[src/phpc_pkg.sv]
// Purpose: Constants for the two-wire keyboard/mouse host port
// Assumes: 10 MHz system clock, 16-bit register port
// Notes:   Register offsets are word indices on the plain register port
package phpc_pkg;
	// ----------------------------------------------------------------
	// Register map
	// ----------------------------------------------------------------
	localparam logic [1:0] PHPC_ADDR_DATA   = 2'h0;
	localparam logic [1:0] PHPC_ADDR_CTRL   = 2'h1;
	localparam logic [1:0] PHPC_ADDR_PMU    = 2'h2;
	localparam logic [1:0] PHPC_ADDR_SYSCLK = 2'h3;
	// ----------------------------------------------------------------
	// Control/status field positions
	// ----------------------------------------------------------------
	localparam int PHPC_BIT_RDY    = 0;
	localparam int PHPC_BIT_TXP    = 1;
	localparam int PHPC_BIT_DIS    = 2;
	localparam int PHPC_BIT_IEN    = 3;
	localparam int PHPC_BIT_FIFO   = 4;
	localparam int PHPC_BIT_RX_PARITY_ERROR   = 5;
	localparam int PHPC_BIT_HOLD   = 1;
	localparam int PHPC_BIT_SRST   = 0;
	localparam logic       PHPC_HOLD_RST = 1'h1;
	// ----------------------------------------------------------------
	// Timing
	// ----------------------------------------------------------------
	localparam int PHPC_CLK_HZ       = 10_000_000;
	localparam int PHPC_INHIBIT_US   = 100;
	localparam int PHPC_INHIBIT_CYC  = PHPC_INHIBIT_US * (PHPC_CLK_HZ / 1_000_000);
	localparam int PHPC_FIFO_DEPTH   = 8;
	localparam int PHPC_FRAME_BITS   = 11;
	typedef enum logic [1:0] {
		PHPC_IDLE    = 2'b00,
		PHPC_INHIBIT = 2'b01,
		PHPC_TXBITS  = 2'b10,
		PHPC_TXACK   = 2'b11
	} phpc_tx_t;
endpackage : phpc_pkg

[src/phpc_port.sv]
// Purpose: Host port for a two-wire keyboard/mouse link
// Assumes: Link clock and data are sampled by clk_i through two flops
// Notes:   Open-drain pins: output enable low means pulling the line low
//
// Local design decisions: the address map and the strobed register port.
`timescale 1ns/1ps
// Overview of operation
// - Control bit 0 reads 1 while received data waits, else 0.
// - Link transfers happen only while the disable bit is 0.
// - With FIFO-use set, eight 8-bit entries buffer reception; else one byte.
// - Arrival sets ready; without FIFO a data read clears it.
// - With FIFO, ready stays set until the FIFO is empty.
// - Interrupt enable raises the request with the ready flag on reception.
// - A data register read drops the interrupt request.
// - Parity error flag set on a bad byte, zero when parity good.
// - Writing 0 to the disable bit starts sending the loaded byte.
// - Main reset holds the block until power-port bit 1 is written 0.
// - Registers are initialised while main reset is active.
// - Registers are initialised while the soft reset bit is 1.
// - Parity is odd; error flag meaningful only while ready is 1.
// - Transmit-pending reads 1 while a byte is outstanding, else 0.
// - Data register low byte: write transmit byte, read received byte.
module phpc_port
	import phpc_pkg::*;
#(
	parameter int DEPTH = PHPC_FIFO_DEPTH
) (
	input  wire logic        clk_i,
	input  wire logic        nrst_i,
	input  wire logic [1:0]  addr_i,
	input  wire logic [15:0] wdata_i,
	input  wire logic        wr_i,
	input  wire logic        rd_i,
	output logic      [15:0] rdata_o,
	output logic             link_irq_out_o,
	input  wire logic        link_clk_i,
	output logic             link_clk_oe_o,
	input  wire logic        link_data_i,
	output logic             link_data_oe_o
);
	localparam int AW = $clog2(DEPTH);

	function automatic logic odd_ok(input logic [7:0] d, input logic p);
		odd_ok = ^{d, p};
	endfunction : odd_ok

	// ----------------------------------------------------------------
	// Synchronisers and edge detect
	// ----------------------------------------------------------------
	logic [1:0] clk_s, dat_s, next_clk_s, next_dat_s;
	logic       clk_d, next_clk_d;
	always_comb begin
		next_clk_s = {clk_s[0], link_clk_i};
		next_dat_s = {dat_s[0], link_data_i};
		next_clk_d = clk_s[1];
	end
	// No reset: the pins settle to their idle level long before reset ends
	always_ff @(posedge clk_i) begin
		clk_s <= next_clk_s;
		dat_s <= next_dat_s;
		clk_d <= next_clk_d;
	end
	wire logic fall = clk_d & ~clk_s[1];

	// ----------------------------------------------------------------
	// State
	// ----------------------------------------------------------------
	logic             hold, srst;
	logic             dis, ien, fuse, rx_parity_error, irq, txp;
	logic [7:0]       txbyte;
	logic [7:0]       mem [DEPTH];
	logic [AW-1:0]    wp, rp;
	logic [AW:0]      cnt;
	logic [10:0]      rsh;
	logic [3:0]       rbits, tbits;
	phpc_tx_t         ts;
	logic [15:0]      tcnt;
	logic [9:0]       tsh;
	logic             coe, doe;
	logic [15:0]      rdata;

	logic             next_hold, next_srst, next_dis, next_ien, next_fuse, next_rx_parity_error, next_irq, next_txp;
	logic [7:0]       next_txbyte;
	logic [AW-1:0]    next_wp, next_rp;
	logic [AW:0]      next_cnt;
	logic [10:0]      next_rsh;
	logic [3:0]       next_rbits, next_tbits;
	phpc_tx_t         next_ts;
	logic [15:0]      next_tcnt;
	logic [9:0]       next_tsh;
	logic             next_coe, next_doe;
	logic [15:0]      next_rdata;
	logic             push, pop, full;

	// ----------------------------------------------------------------
	// Status and next-state logic
	// ----------------------------------------------------------------
	// Held state blocks every register but the power and soft reset bits, the pin synchronisers and the receive memory
	wire logic init = ~nrst_i | hold | srst;
	wire logic rdy  = (cnt != '0);
	assign full = fuse ? (cnt == (AW+1)'(DEPTH)) : (cnt != '0);

	always_comb begin
		next_hold   = hold;
		next_srst   = srst;
		next_dis    = dis;
		next_ien    = ien;
		next_fuse   = fuse;
		next_rx_parity_error   = rx_parity_error;
		next_irq    = irq;
		next_txp    = txp;
		next_txbyte = txbyte;
		next_wp     = wp;
		next_rp     = rp;
		next_cnt    = cnt;
		next_rsh    = rsh;
		next_rbits  = rbits;
		next_ts     = ts;
		next_tcnt   = tcnt;
		next_tsh    = tsh;
		next_tbits  = tbits;
		next_coe    = coe;
		next_doe    = doe;
		next_rdata  = 16'h0000;
		push        = 1'b0;
		pop         = 1'b0;
		// Power and soft reset bits stay writable while the block is held
		if (wr_i && addr_i == PHPC_ADDR_PMU)
			next_hold = wdata_i[PHPC_BIT_HOLD];
		if (wr_i && addr_i == PHPC_ADDR_SYSCLK)
			next_srst = wdata_i[PHPC_BIT_SRST];
		if (rd_i) begin
			case (addr_i)
				PHPC_ADDR_DATA: next_rdata = {8'h00, mem[rp]};
				PHPC_ADDR_CTRL: begin
					next_rdata[PHPC_BIT_RDY]  = rdy;
					next_rdata[PHPC_BIT_TXP]  = txp;
					next_rdata[PHPC_BIT_DIS]  = dis;
					next_rdata[PHPC_BIT_IEN]  = ien;
					next_rdata[PHPC_BIT_FIFO] = fuse;
					next_rdata[PHPC_BIT_RX_PARITY_ERROR] = rx_parity_error & rdy;
				end
				PHPC_ADDR_PMU:    next_rdata[PHPC_BIT_HOLD] = hold;
				PHPC_ADDR_SYSCLK: next_rdata[PHPC_BIT_SRST] = srst;
				default:          next_rdata = 16'h0000;
			endcase
		end
		if (rd_i && addr_i == PHPC_ADDR_DATA && rdy) begin
			pop      = 1'b1;
			next_rp  = rp + 1'b1;
			next_irq = 1'b0;
		end
		if (wr_i && addr_i == PHPC_ADDR_DATA) begin
			next_txbyte = wdata_i[7:0];
			next_txp    = 1'b1;
		end
		if (wr_i && addr_i == PHPC_ADDR_CTRL) begin
			next_dis  = wdata_i[PHPC_BIT_DIS];
			next_ien  = wdata_i[PHPC_BIT_IEN];
			next_fuse = wdata_i[PHPC_BIT_FIFO];
		end
		// Receiver: frames shift in on falling link clock
		if (!dis && ts == PHPC_IDLE && fall) begin
			next_rsh   = {dat_s[1], rsh[10:1]};
			next_rbits = rbits + 1'b1;
			if (rbits == 4'(PHPC_FRAME_BITS - 1)) begin
				next_rbits = 4'h0;
				if (!full) begin
					push      = 1'b1;
					next_rx_parity_error = ~odd_ok(next_rsh[8:1], next_rsh[9]);
					if (ien)
						next_irq = 1'b1;
				end
			end
		end
		if (dis)
			next_rbits = 4'h0;
		// Ring pointers advance in both modes; full caps single mode at one byte
		if (push)
			next_wp = wp + 1'b1;
		next_cnt = cnt + (AW+1)'(push) - (AW+1)'(pop);
		// Transmitter
		case (ts)
			PHPC_IDLE: begin
				if (txp && dis && wr_i && addr_i == PHPC_ADDR_CTRL && !wdata_i[PHPC_BIT_DIS]) begin
					next_ts   = PHPC_INHIBIT;
					next_tcnt = 16'(PHPC_INHIBIT_CYC);
					next_coe  = 1'b0;
				end
			end
			PHPC_INHIBIT: begin
				next_tcnt = tcnt - 16'h0001;
				if (tcnt == 16'h0001) begin
					next_doe   = 1'b0;           // Start bit
					next_coe   = 1'b1;
					next_tsh   = {1'b1, ~^txbyte, txbyte};
					next_tbits = 4'h0;
					next_ts    = PHPC_TXBITS;
				end
			end
			PHPC_TXBITS: begin
				if (fall) begin
					next_tsh   = {1'b1, tsh[9:1]};
					next_doe   = tsh[0];
					next_tbits = tbits + 1'b1;
					if (tbits == 4'h9)
						next_ts = PHPC_TXACK;
				end
			end
			PHPC_TXACK: begin
				next_doe = 1'b1;
				if (fall) begin
					// A byte written in the cycle the ack's falling edge is seen stays pending
					if (!(wr_i && addr_i == PHPC_ADDR_DATA))
						next_txp = 1'b0;
					next_ts  = PHPC_IDLE;
				end
			end
			default: next_ts = PHPC_IDLE;
		endcase
	end

	// ----------------------------------------------------------------
	// Registers
	// ----------------------------------------------------------------
	always_ff @(posedge clk_i) begin
		if (!nrst_i || srst)
			hold <= PHPC_HOLD_RST;
		else
			hold <= next_hold;
		if (!nrst_i)
			srst <= 1'b0;
		else
			srst <= next_srst;
		rdata <= init ? 16'h0000 : next_rdata;
		if (init) begin
			dis <= 1'b0; ien <= 1'b0; fuse <= 1'b0; rx_parity_error <= 1'b0;
			irq <= 1'b0; txp <= 1'b0; txbyte <= 8'h00;
			wp <= '0; rp <= '0; cnt <= '0; rsh <= 11'h000; rbits <= 4'h0;
			ts <= PHPC_IDLE; tcnt <= 16'h0000; tsh <= 10'h3FF; tbits <= 4'h0;
			coe <= 1'b1; doe <= 1'b1;
		end else begin
			dis <= next_dis; ien <= next_ien; fuse <= next_fuse; rx_parity_error <= next_rx_parity_error;
			irq <= next_irq; txp <= next_txp; txbyte <= next_txbyte;
			wp <= next_wp; rp <= next_rp; cnt <= next_cnt; rsh <= next_rsh; rbits <= next_rbits;
			ts <= next_ts; tcnt <= next_tcnt; tsh <= next_tsh; tbits <= next_tbits;
			coe <= next_coe; doe <= next_doe;
		end
		if (push)
			mem[wp] <= next_rsh[8:1];
	end
	// ----------------------------------------------------------------
	// Outputs
	// ----------------------------------------------------------------
	assign rdata_o        = rdata;
	assign link_irq_out_o = irq;
	assign link_clk_oe_o  = coe;
	assign link_data_oe_o = doe;

	// ----------------------------------------------------------------
	// Checks
	// ----------------------------------------------------------------
	chk_irq_read: assert property (@(posedge clk_i) disable iff (init)
		rd_i && addr_i == PHPC_ADDR_DATA && rdy && !push |=> !link_irq_out_o)
		else $error("irq kept after data read");
	chk_irq_masked: assert property (@(posedge clk_i) disable iff (init)
		!ien && !link_irq_out_o && !(wr_i && addr_i == PHPC_ADDR_CTRL) |=> !link_irq_out_o)
		else $error("irq raised while disabled");
	chk_rx_disabled: assert property (@(posedge clk_i) disable iff (init)
		dis |=> !push) else $error("receive while disabled");
	chk_ready_push: assert property (@(posedge clk_i) disable iff (init)
		push |=> rdy) else $error("ready not set on arrival");
	chk_single_depth: assert property (@(posedge clk_i) disable iff (init)
		!fuse |-> cnt <= 1) else $error("single buffer overfilled");
	chk_fifo_depth: assert property (@(posedge clk_i) disable iff (init)
		cnt <= DEPTH) else $error("fifo overfilled");
	chk_tx_start: assert property (@(posedge clk_i) disable iff (init)
		ts == PHPC_IDLE && txp && dis && wr_i && addr_i == PHPC_ADDR_CTRL && !wdata_i[PHPC_BIT_DIS]
		|=> ts == PHPC_INHIBIT ##1 !link_clk_oe_o) else $error("transmit did not start");
	chk_txp_busy: assert property (@(posedge clk_i) disable iff (init)
		ts != PHPC_IDLE |-> txp) else $error("pending low during send");
	chk_hold_reset: assert property (@(posedge clk_i)
		!nrst_i |=> hold && rdata_o == 16'h0000) else $error("reset not held");

	// Receive side and register reads
	chk_irq_set: assert property (@(posedge clk_i) disable iff (init)
		push && ien |=> link_irq_out_o && rdy)
		else $error("irq not raised with ready");
	chk_ready_clear: assert property (@(posedge clk_i) disable iff (init)
		!fuse && pop && !push |=> !rdy)
		else $error("ready kept after single read");
	chk_fifo_keep: assert property (@(posedge clk_i) disable iff (init)
		fuse && pop && cnt > (AW+1)'(1) |=> rdy)
		else $error("ready dropped with data left");
	chk_fifo_empty: assert property (@(posedge clk_i) disable iff (init)
		fuse && pop && !push && cnt == (AW+1)'(1) |=> !rdy)
		else $error("ready kept on empty fifo");
	chk_ready_read: assert property (@(posedge clk_i) disable iff (init)
		rd_i && addr_i == PHPC_ADDR_CTRL |=> rdata_o[PHPC_BIT_RDY] == $past(rdy))
		else $error("ready bit misreported");
	chk_rx_parity_error_mask: assert property (@(posedge clk_i) disable iff (init)
		rd_i && addr_i == PHPC_ADDR_CTRL && !rdy |=> !rdata_o[PHPC_BIT_RX_PARITY_ERROR])
		else $error("parity error shown without data");
	chk_txp_read: assert property (@(posedge clk_i) disable iff (init)
		rd_i && addr_i == PHPC_ADDR_CTRL |=> rdata_o[PHPC_BIT_TXP] == $past(txp))
		else $error("pending bit misreported");
	chk_rdata_idle: assert property (@(posedge clk_i) disable iff (init)
		!rd_i |=> rdata_o == 16'h0000)
		else $error("read data outlived its cycle");

	// Transmit side
	chk_tx_load: assert property (@(posedge clk_i) disable iff (init)
		wr_i && addr_i == PHPC_ADDR_DATA |=> txp && txbyte == 8'($past(wdata_i)))
		else $error("transmit byte not loaded");
	chk_inhibit_low: assert property (@(posedge clk_i) disable iff (init)
		ts == PHPC_INHIBIT |-> !link_clk_oe_o)
		else $error("clock released during inhibit");
	chk_start_bit: assert property (@(posedge clk_i) disable iff (init)
		ts == PHPC_INHIBIT && tcnt == 16'h0001 |=> ts == PHPC_TXBITS && !link_data_oe_o && link_clk_oe_o)
		else $error("start bit not driven");
	chk_tx_end: assert property (@(posedge clk_i) disable iff (init)
		ts == PHPC_TXACK && fall && !(wr_i && addr_i == PHPC_ADDR_DATA) |=> ts == PHPC_IDLE && !txp)
		else $error("pending kept after send");

	// Cycles spent holding the link clock low before a send
	logic [15:0] inh_seen, next_inh_seen;
	always_comb begin
		next_inh_seen = (ts == PHPC_INHIBIT) ? inh_seen + 16'h0001 : 16'h0000;
	end
	always_ff @(posedge clk_i) begin
		inh_seen <= init ? 16'h0000 : next_inh_seen;
	end
	chk_inhibit_len: assert property (@(posedge clk_i) disable iff (init)
		ts == PHPC_INHIBIT && next_ts == PHPC_TXBITS |-> inh_seen == 16'(PHPC_INHIBIT_CYC - 1))
		else $error("inhibit length wrong");

	// Reset paths
	chk_main_init: assert property (@(posedge clk_i)
		!nrst_i |=> !link_irq_out_o && link_clk_oe_o && link_data_oe_o && !txp)
		else $error("outputs not initialised by reset");
	chk_soft_init: assert property (@(posedge clk_i)
		srst |=> hold && !link_irq_out_o && link_clk_oe_o && link_data_oe_o && !txp)
		else $error("soft reset did not initialise");
endmodule : phpc_port

[config.mk]
export PLATFORM = sky130hd
export DESIGN_NAME = phpc_port
export DESIGN_NICKNAME = d
export VERILOG_FILES = /design/src/phpc_pkg.sv /design/src/phpc_port.sv
export SDC_FILE = /design/constraint.sdc
export NUM_CORES = 1
export LEC_CHECK = 0
export ABC_CLOCK_PERIOD_IN_PS = 2700
export BUFFER_PORTS_ARGS = -buffer_cell sky130_fd_sc_hd__buf_4
export CORE_MARGIN = 10
export CORE_UTILIZATION = 54
export DETAILED_ROUTE_END_ITERATION = 7
export GPL_TIMING_DRIVEN = 0
export PLACE_DENSITY = 0.78
export SETUP_SLACK_MARGIN = 0.1
export SLEW_MARGIN = 0
export SYNTH_ARGS = -nofsm -noshare
export SYNTH_HDL_FRONTEND = slang
export SYNTH_SLANG_ARGS = --single-unit
export TNS_END_PERCENT = 100
[constraint.sdc]
create_clock -name clk_i -period 2.7 [get_ports clk_i]
set_input_delay 0.405 -clock clk_i [delete_from_list [all_inputs] [get_ports clk_i]]
set_output_delay 0.405 -clock clk_i [all_outputs]
set_load 0.01 [all_outputs]
==> results.sh <==
export IMPL_drcViolationCount=0
export IMPL_via_count=4791
export IMPL_drt_pass1_iter_count=5
export IMPL_clock_sinks=153
export IMPL_rsz0062_at_grt="yes"
export IMPL_ys_warn_count=0
export IMPL_dpl_hpwl_mm=10.3
export IMPL_synth_mux_area_share_pct=10.2
export IMPL_hold_viol=0
export IMPL_cts_buffer_depth=2
export IMPL_utilization_pct=66.5
export IMPL_cts_htree_levels=4
export IMPL_avgSynthCellArea_um2=11.4
export IMPL_cts_root_buf="clkbuf_16"
export IMPL_synth_compound_area_share_pct=9.49
export IMPL_initial_core_util_pct=55.8
export IMPL_period_share_pct=92.6
export IMPL_track_usage_pct=17.7
export IMPL_hold_start="link_clk_i"
export IMPL_grt_pass1_wl_mm=24.7
export IMPL_critPathLaunch="cnt[3]"
export IMPL_finalSetupTns_ns=0
export IMPL_p_leak_uw=0.00293
export IMPL_wl_per_cell_um=18.1
export IMPL_routed_wl_mm=15.2
export IMPL_cts_buffers=17
export IMPL_yosysSeqAreaShare_pct=54.8
export IMPL_gp_congestion=0.870
export IMPL_drt_initial_drc_count=485
export IMPL_ys_ff_latch=153
export IMPL_holdWs_ns=0.0787
export IMPL_maxSlewHeadroom_pct=50.1
export IMPL_synthTopCellsByArea="edfxtp_1 28%, dfxtp_1 26%, mux4_2 5.3%"
export IMPL_finalMaxSlewViolations=0
export IMPL_power_frac_comb_pct=1.8
export IMPL_max_clock_freq_mhz=400
export IMPL_drive_gt1_share_pct=21.7
export IMPL_antennaDiodeCount=0
export IMPL_rr_startpoint="cnt[3]"
export IMPL_synth_xor_area_share_pct=4.15
export IMPL_ioPinCount=43
export IMPL_intPower_uw=3910
export IMPL_cap_viol_max_count=0
export IMPL_hold_path_class="input pin to register"
export IMPL_async_flop_share_pct=0
export IMPL_crit_chain="inv_2, ha_4, nor3b_4, o32ai_4, nor4b_4, buf_4, inv_2, ha_4, inv_2, ha_4, inv_2, fa_2, xor2_1, nor2_1"
export IMPL_fin_crit_ns=2.50
export IMPL_clk_pin_slew_ns=0.06
export IMPL_fp_coreArea_um2=12100
export IMPL_switching_share_pct=21.0
export IMPL_portBuffers=26
export IMPL_path_buf_inv=5
export IMPL_worstPathRequired_ns=2.99
export IMPL_layout_commonest_cell="dfxtp_1"
export IMPL_antenna_found_initial=0
export IMPL_clkPwrFrac_pct=49.7
export IMPL_die_h_um=132
export IMPL_ant_nets=0
export IMPL_yosysTopAreaCell="edfxtp_1"
export IMPL_synth_edf_count=64
export IMPL_die_w_um=132
export IMPL_layout_nets=698
export IMPL_netlist_area_leader_share_pct=28.5
export IMPL_area_growth_pct=19.4
export IMPL_slowest_delay_ns=0.35
export IMPL_dieArea_um2=17400
export IMPL_grt_max_degree=17
export IMPL_syn_inst=591
export IMPL_final_cell_mix="85 x dfxtp_1, 64 x edfxtp_1, 59 x nor2_1"
export IMPL_finalSetupViolCount=0
export IMPL_clock_latency_ns=0.43
export IMPL_cts_tree="done"
export IMPL_synth_fa_ha_area_share_pct=3.45
export IMPL_cp_max_fo=6
export IMPL_synthSimpleGateAreaFrac_pct=14.3
export IMPL_status="finished, final reports clean"
export IMPL_power_net_switching_uw=1040
export IMPL_critPathTopFamily="adder cells"
export IMPL_rows=40
export IMPL_arrival_ns=2.79
export IMPL_cpMostUsedCell="inv_2"
export IMPL_p_per_area_nw_per_um2=613
export IMPL_synth_top_flop_cell="dfxtp_1"
export IMPL_start_kind="register"
export IMPL_vdd_drop_max_mv=0.421
export IMPL_worst_slew_pin_slew_ns=0.739
export IMPL_pwr_share_seq_pct=48.5
export IMPL_synth_area_um2=6750
export IMPL_grt_pass1_vias=4696
export IMPL_globalRouteOverflowTotal=0
export IMPL_path_class="register to register"
export IMPL_hold_buffers=0
export IMPL_via_per_inst=5.72
export IMPL_endpoint_kind="register"
export IMPL_ys_types=56
export IMPL_synth_top_family_by_area="simple AND/OR/NAND/NOR gates"
export IMPL_fin_skew_ns=0.00820
export IMPL_cpMaxStageDelayCell="fa_2"
cell usage after synthesis (2+ instances only):
cell type	number
dfxtp_1	89
a211oi_1	5
o32ai_1	2
buf_4	8
clkbuf_1	19
o22ai_1	3
a221oi_1	7
edfxtp_1	64
nand4_1	6
ha_1	17
nor2b_1	7
or3b_2	2
buf_1	5
o21a_1	2
nor3_1	10
nand3_1	10
nand2_1	36
or4_1	2
mux2i_1	19
o21ai_0	20
a21oi_1	38
o311ai_0	2
xnor2_1	19
a2bb2oi_1	7
nand4b_1	3
buf_2	3
mux4_2	16
nand3b_1	5
and3_1	2
nor2_1	61
nor4_1	7
a21o_1	2
xor2_1	13
and2_1	12
nand2b_1	6
inv_1	20
a22oi_1	2
nor3b_1	9
mux2_2	12
a31oi_1	3
repair_timing:
| action | 4_1_cts | 5_1_grt |
|---|---|---|
| resized for setup | 15 | 11 |
| buffers inserted | 6 | 6 |
| setup endpoints to repair | 67 | 32 |
| pin swaps | 3 | 7 |
| gates cloned | 0 | 0 |
final timing paths:
| check | slack (ns) | cells after the start | end |
|---|---|---|---|
| setup / recovery | 0.20 | 14 | cnt[2] |
| hold reg to reg | 0.33 | 0 | clk_s[1] |
| setup reg to reg | 0.20 | 14 | cnt[2] |
| hold / removal | 0.08 | 1 | clk_s[0] |
worst reg2reg max path, cell delays in order (launching register included):
cell and delay, ns:
dfxtp_2 0.32, inv_2 0.06, ha_4 0.13, nor3b_4 0.23, o32ai_4 0.14, nor4b_4 0.25, buf_4 0.18, inv_2 0.05
ha_4 0.20, inv_2 0.06, ha_4 0.12, inv_2 0.04, fa_2 0.35, xor2_1 0.16, nor2_1 0.05
cells by family after synthesis:
group / Yosys count
buffers and inverters: 55
XOR/XNOR: 32
other: 1
adder cells (fa/ha/maj): 18
AO/OA/AOI/OAI: 101
AND/OR/NAND/NOR: 184
multiplexers: 47
flip-flops: 153
state kept, by name, summed over array words and instances (netlist names), 3 cells and up, named ones only:
register	cells
tbits	4
rbits	4
txbyte	8
tcnt	16
wp	3
tsh	9
mem	64
rsh	10
cnt	4
rdata_o	8
rp	3
per-stage QoR:
stage | instances | worst slack (ns) | area (um^2) | total power, uW
after floorplan | 598 | 0.0427 | 6810 | 2500
after global placement | 792 | -0.675 | 7220 | 2530
after detailed placement | 793 | -0.763 | 7230 | 2540
after global routing | 837 | 0.0735 | 8060 | 5090
final | 837 | 0.199 | 8060 | 4940
after CTS | 831 | 0.107 | 7970 | 4970
power by group through the flow:
| stage | combinational [uW] | sequential (uW) | clock, uW |
|---|---|---|---|
| global route | 97.5 | 2400 | 2590 |
| global placement | 85.6 | 2450 | 0 |
| finish | 90.9 | 2400 | 2460 |
| CTS | 88.9 | 2400 | 2480 |
| detailed placement | 87.2 | 2450 | 0 |
| floorplan | 52.1 | 2450 | 0 |
per-layer routing:
metal	share of wire (%)	track usage, %
met5	0	0
met3	6.3	4.65
met1	44	22.4
met2	48	28.3
met4	2.0	6.92
final cells by class:
class / instances / area, um^2
sequential: 153 / 3710
clock buffer: 17 / 425
inverter: 20 / 80.1
fill: 883 / 4050
multi-input combinational: 390 / 2990
clock inverter: 15 / 188
buffer: 35 / 165
tap: 168 / 210
timing repair buffer: 39 / 290
Note: power is estimated with default switching activity, not from simulation.
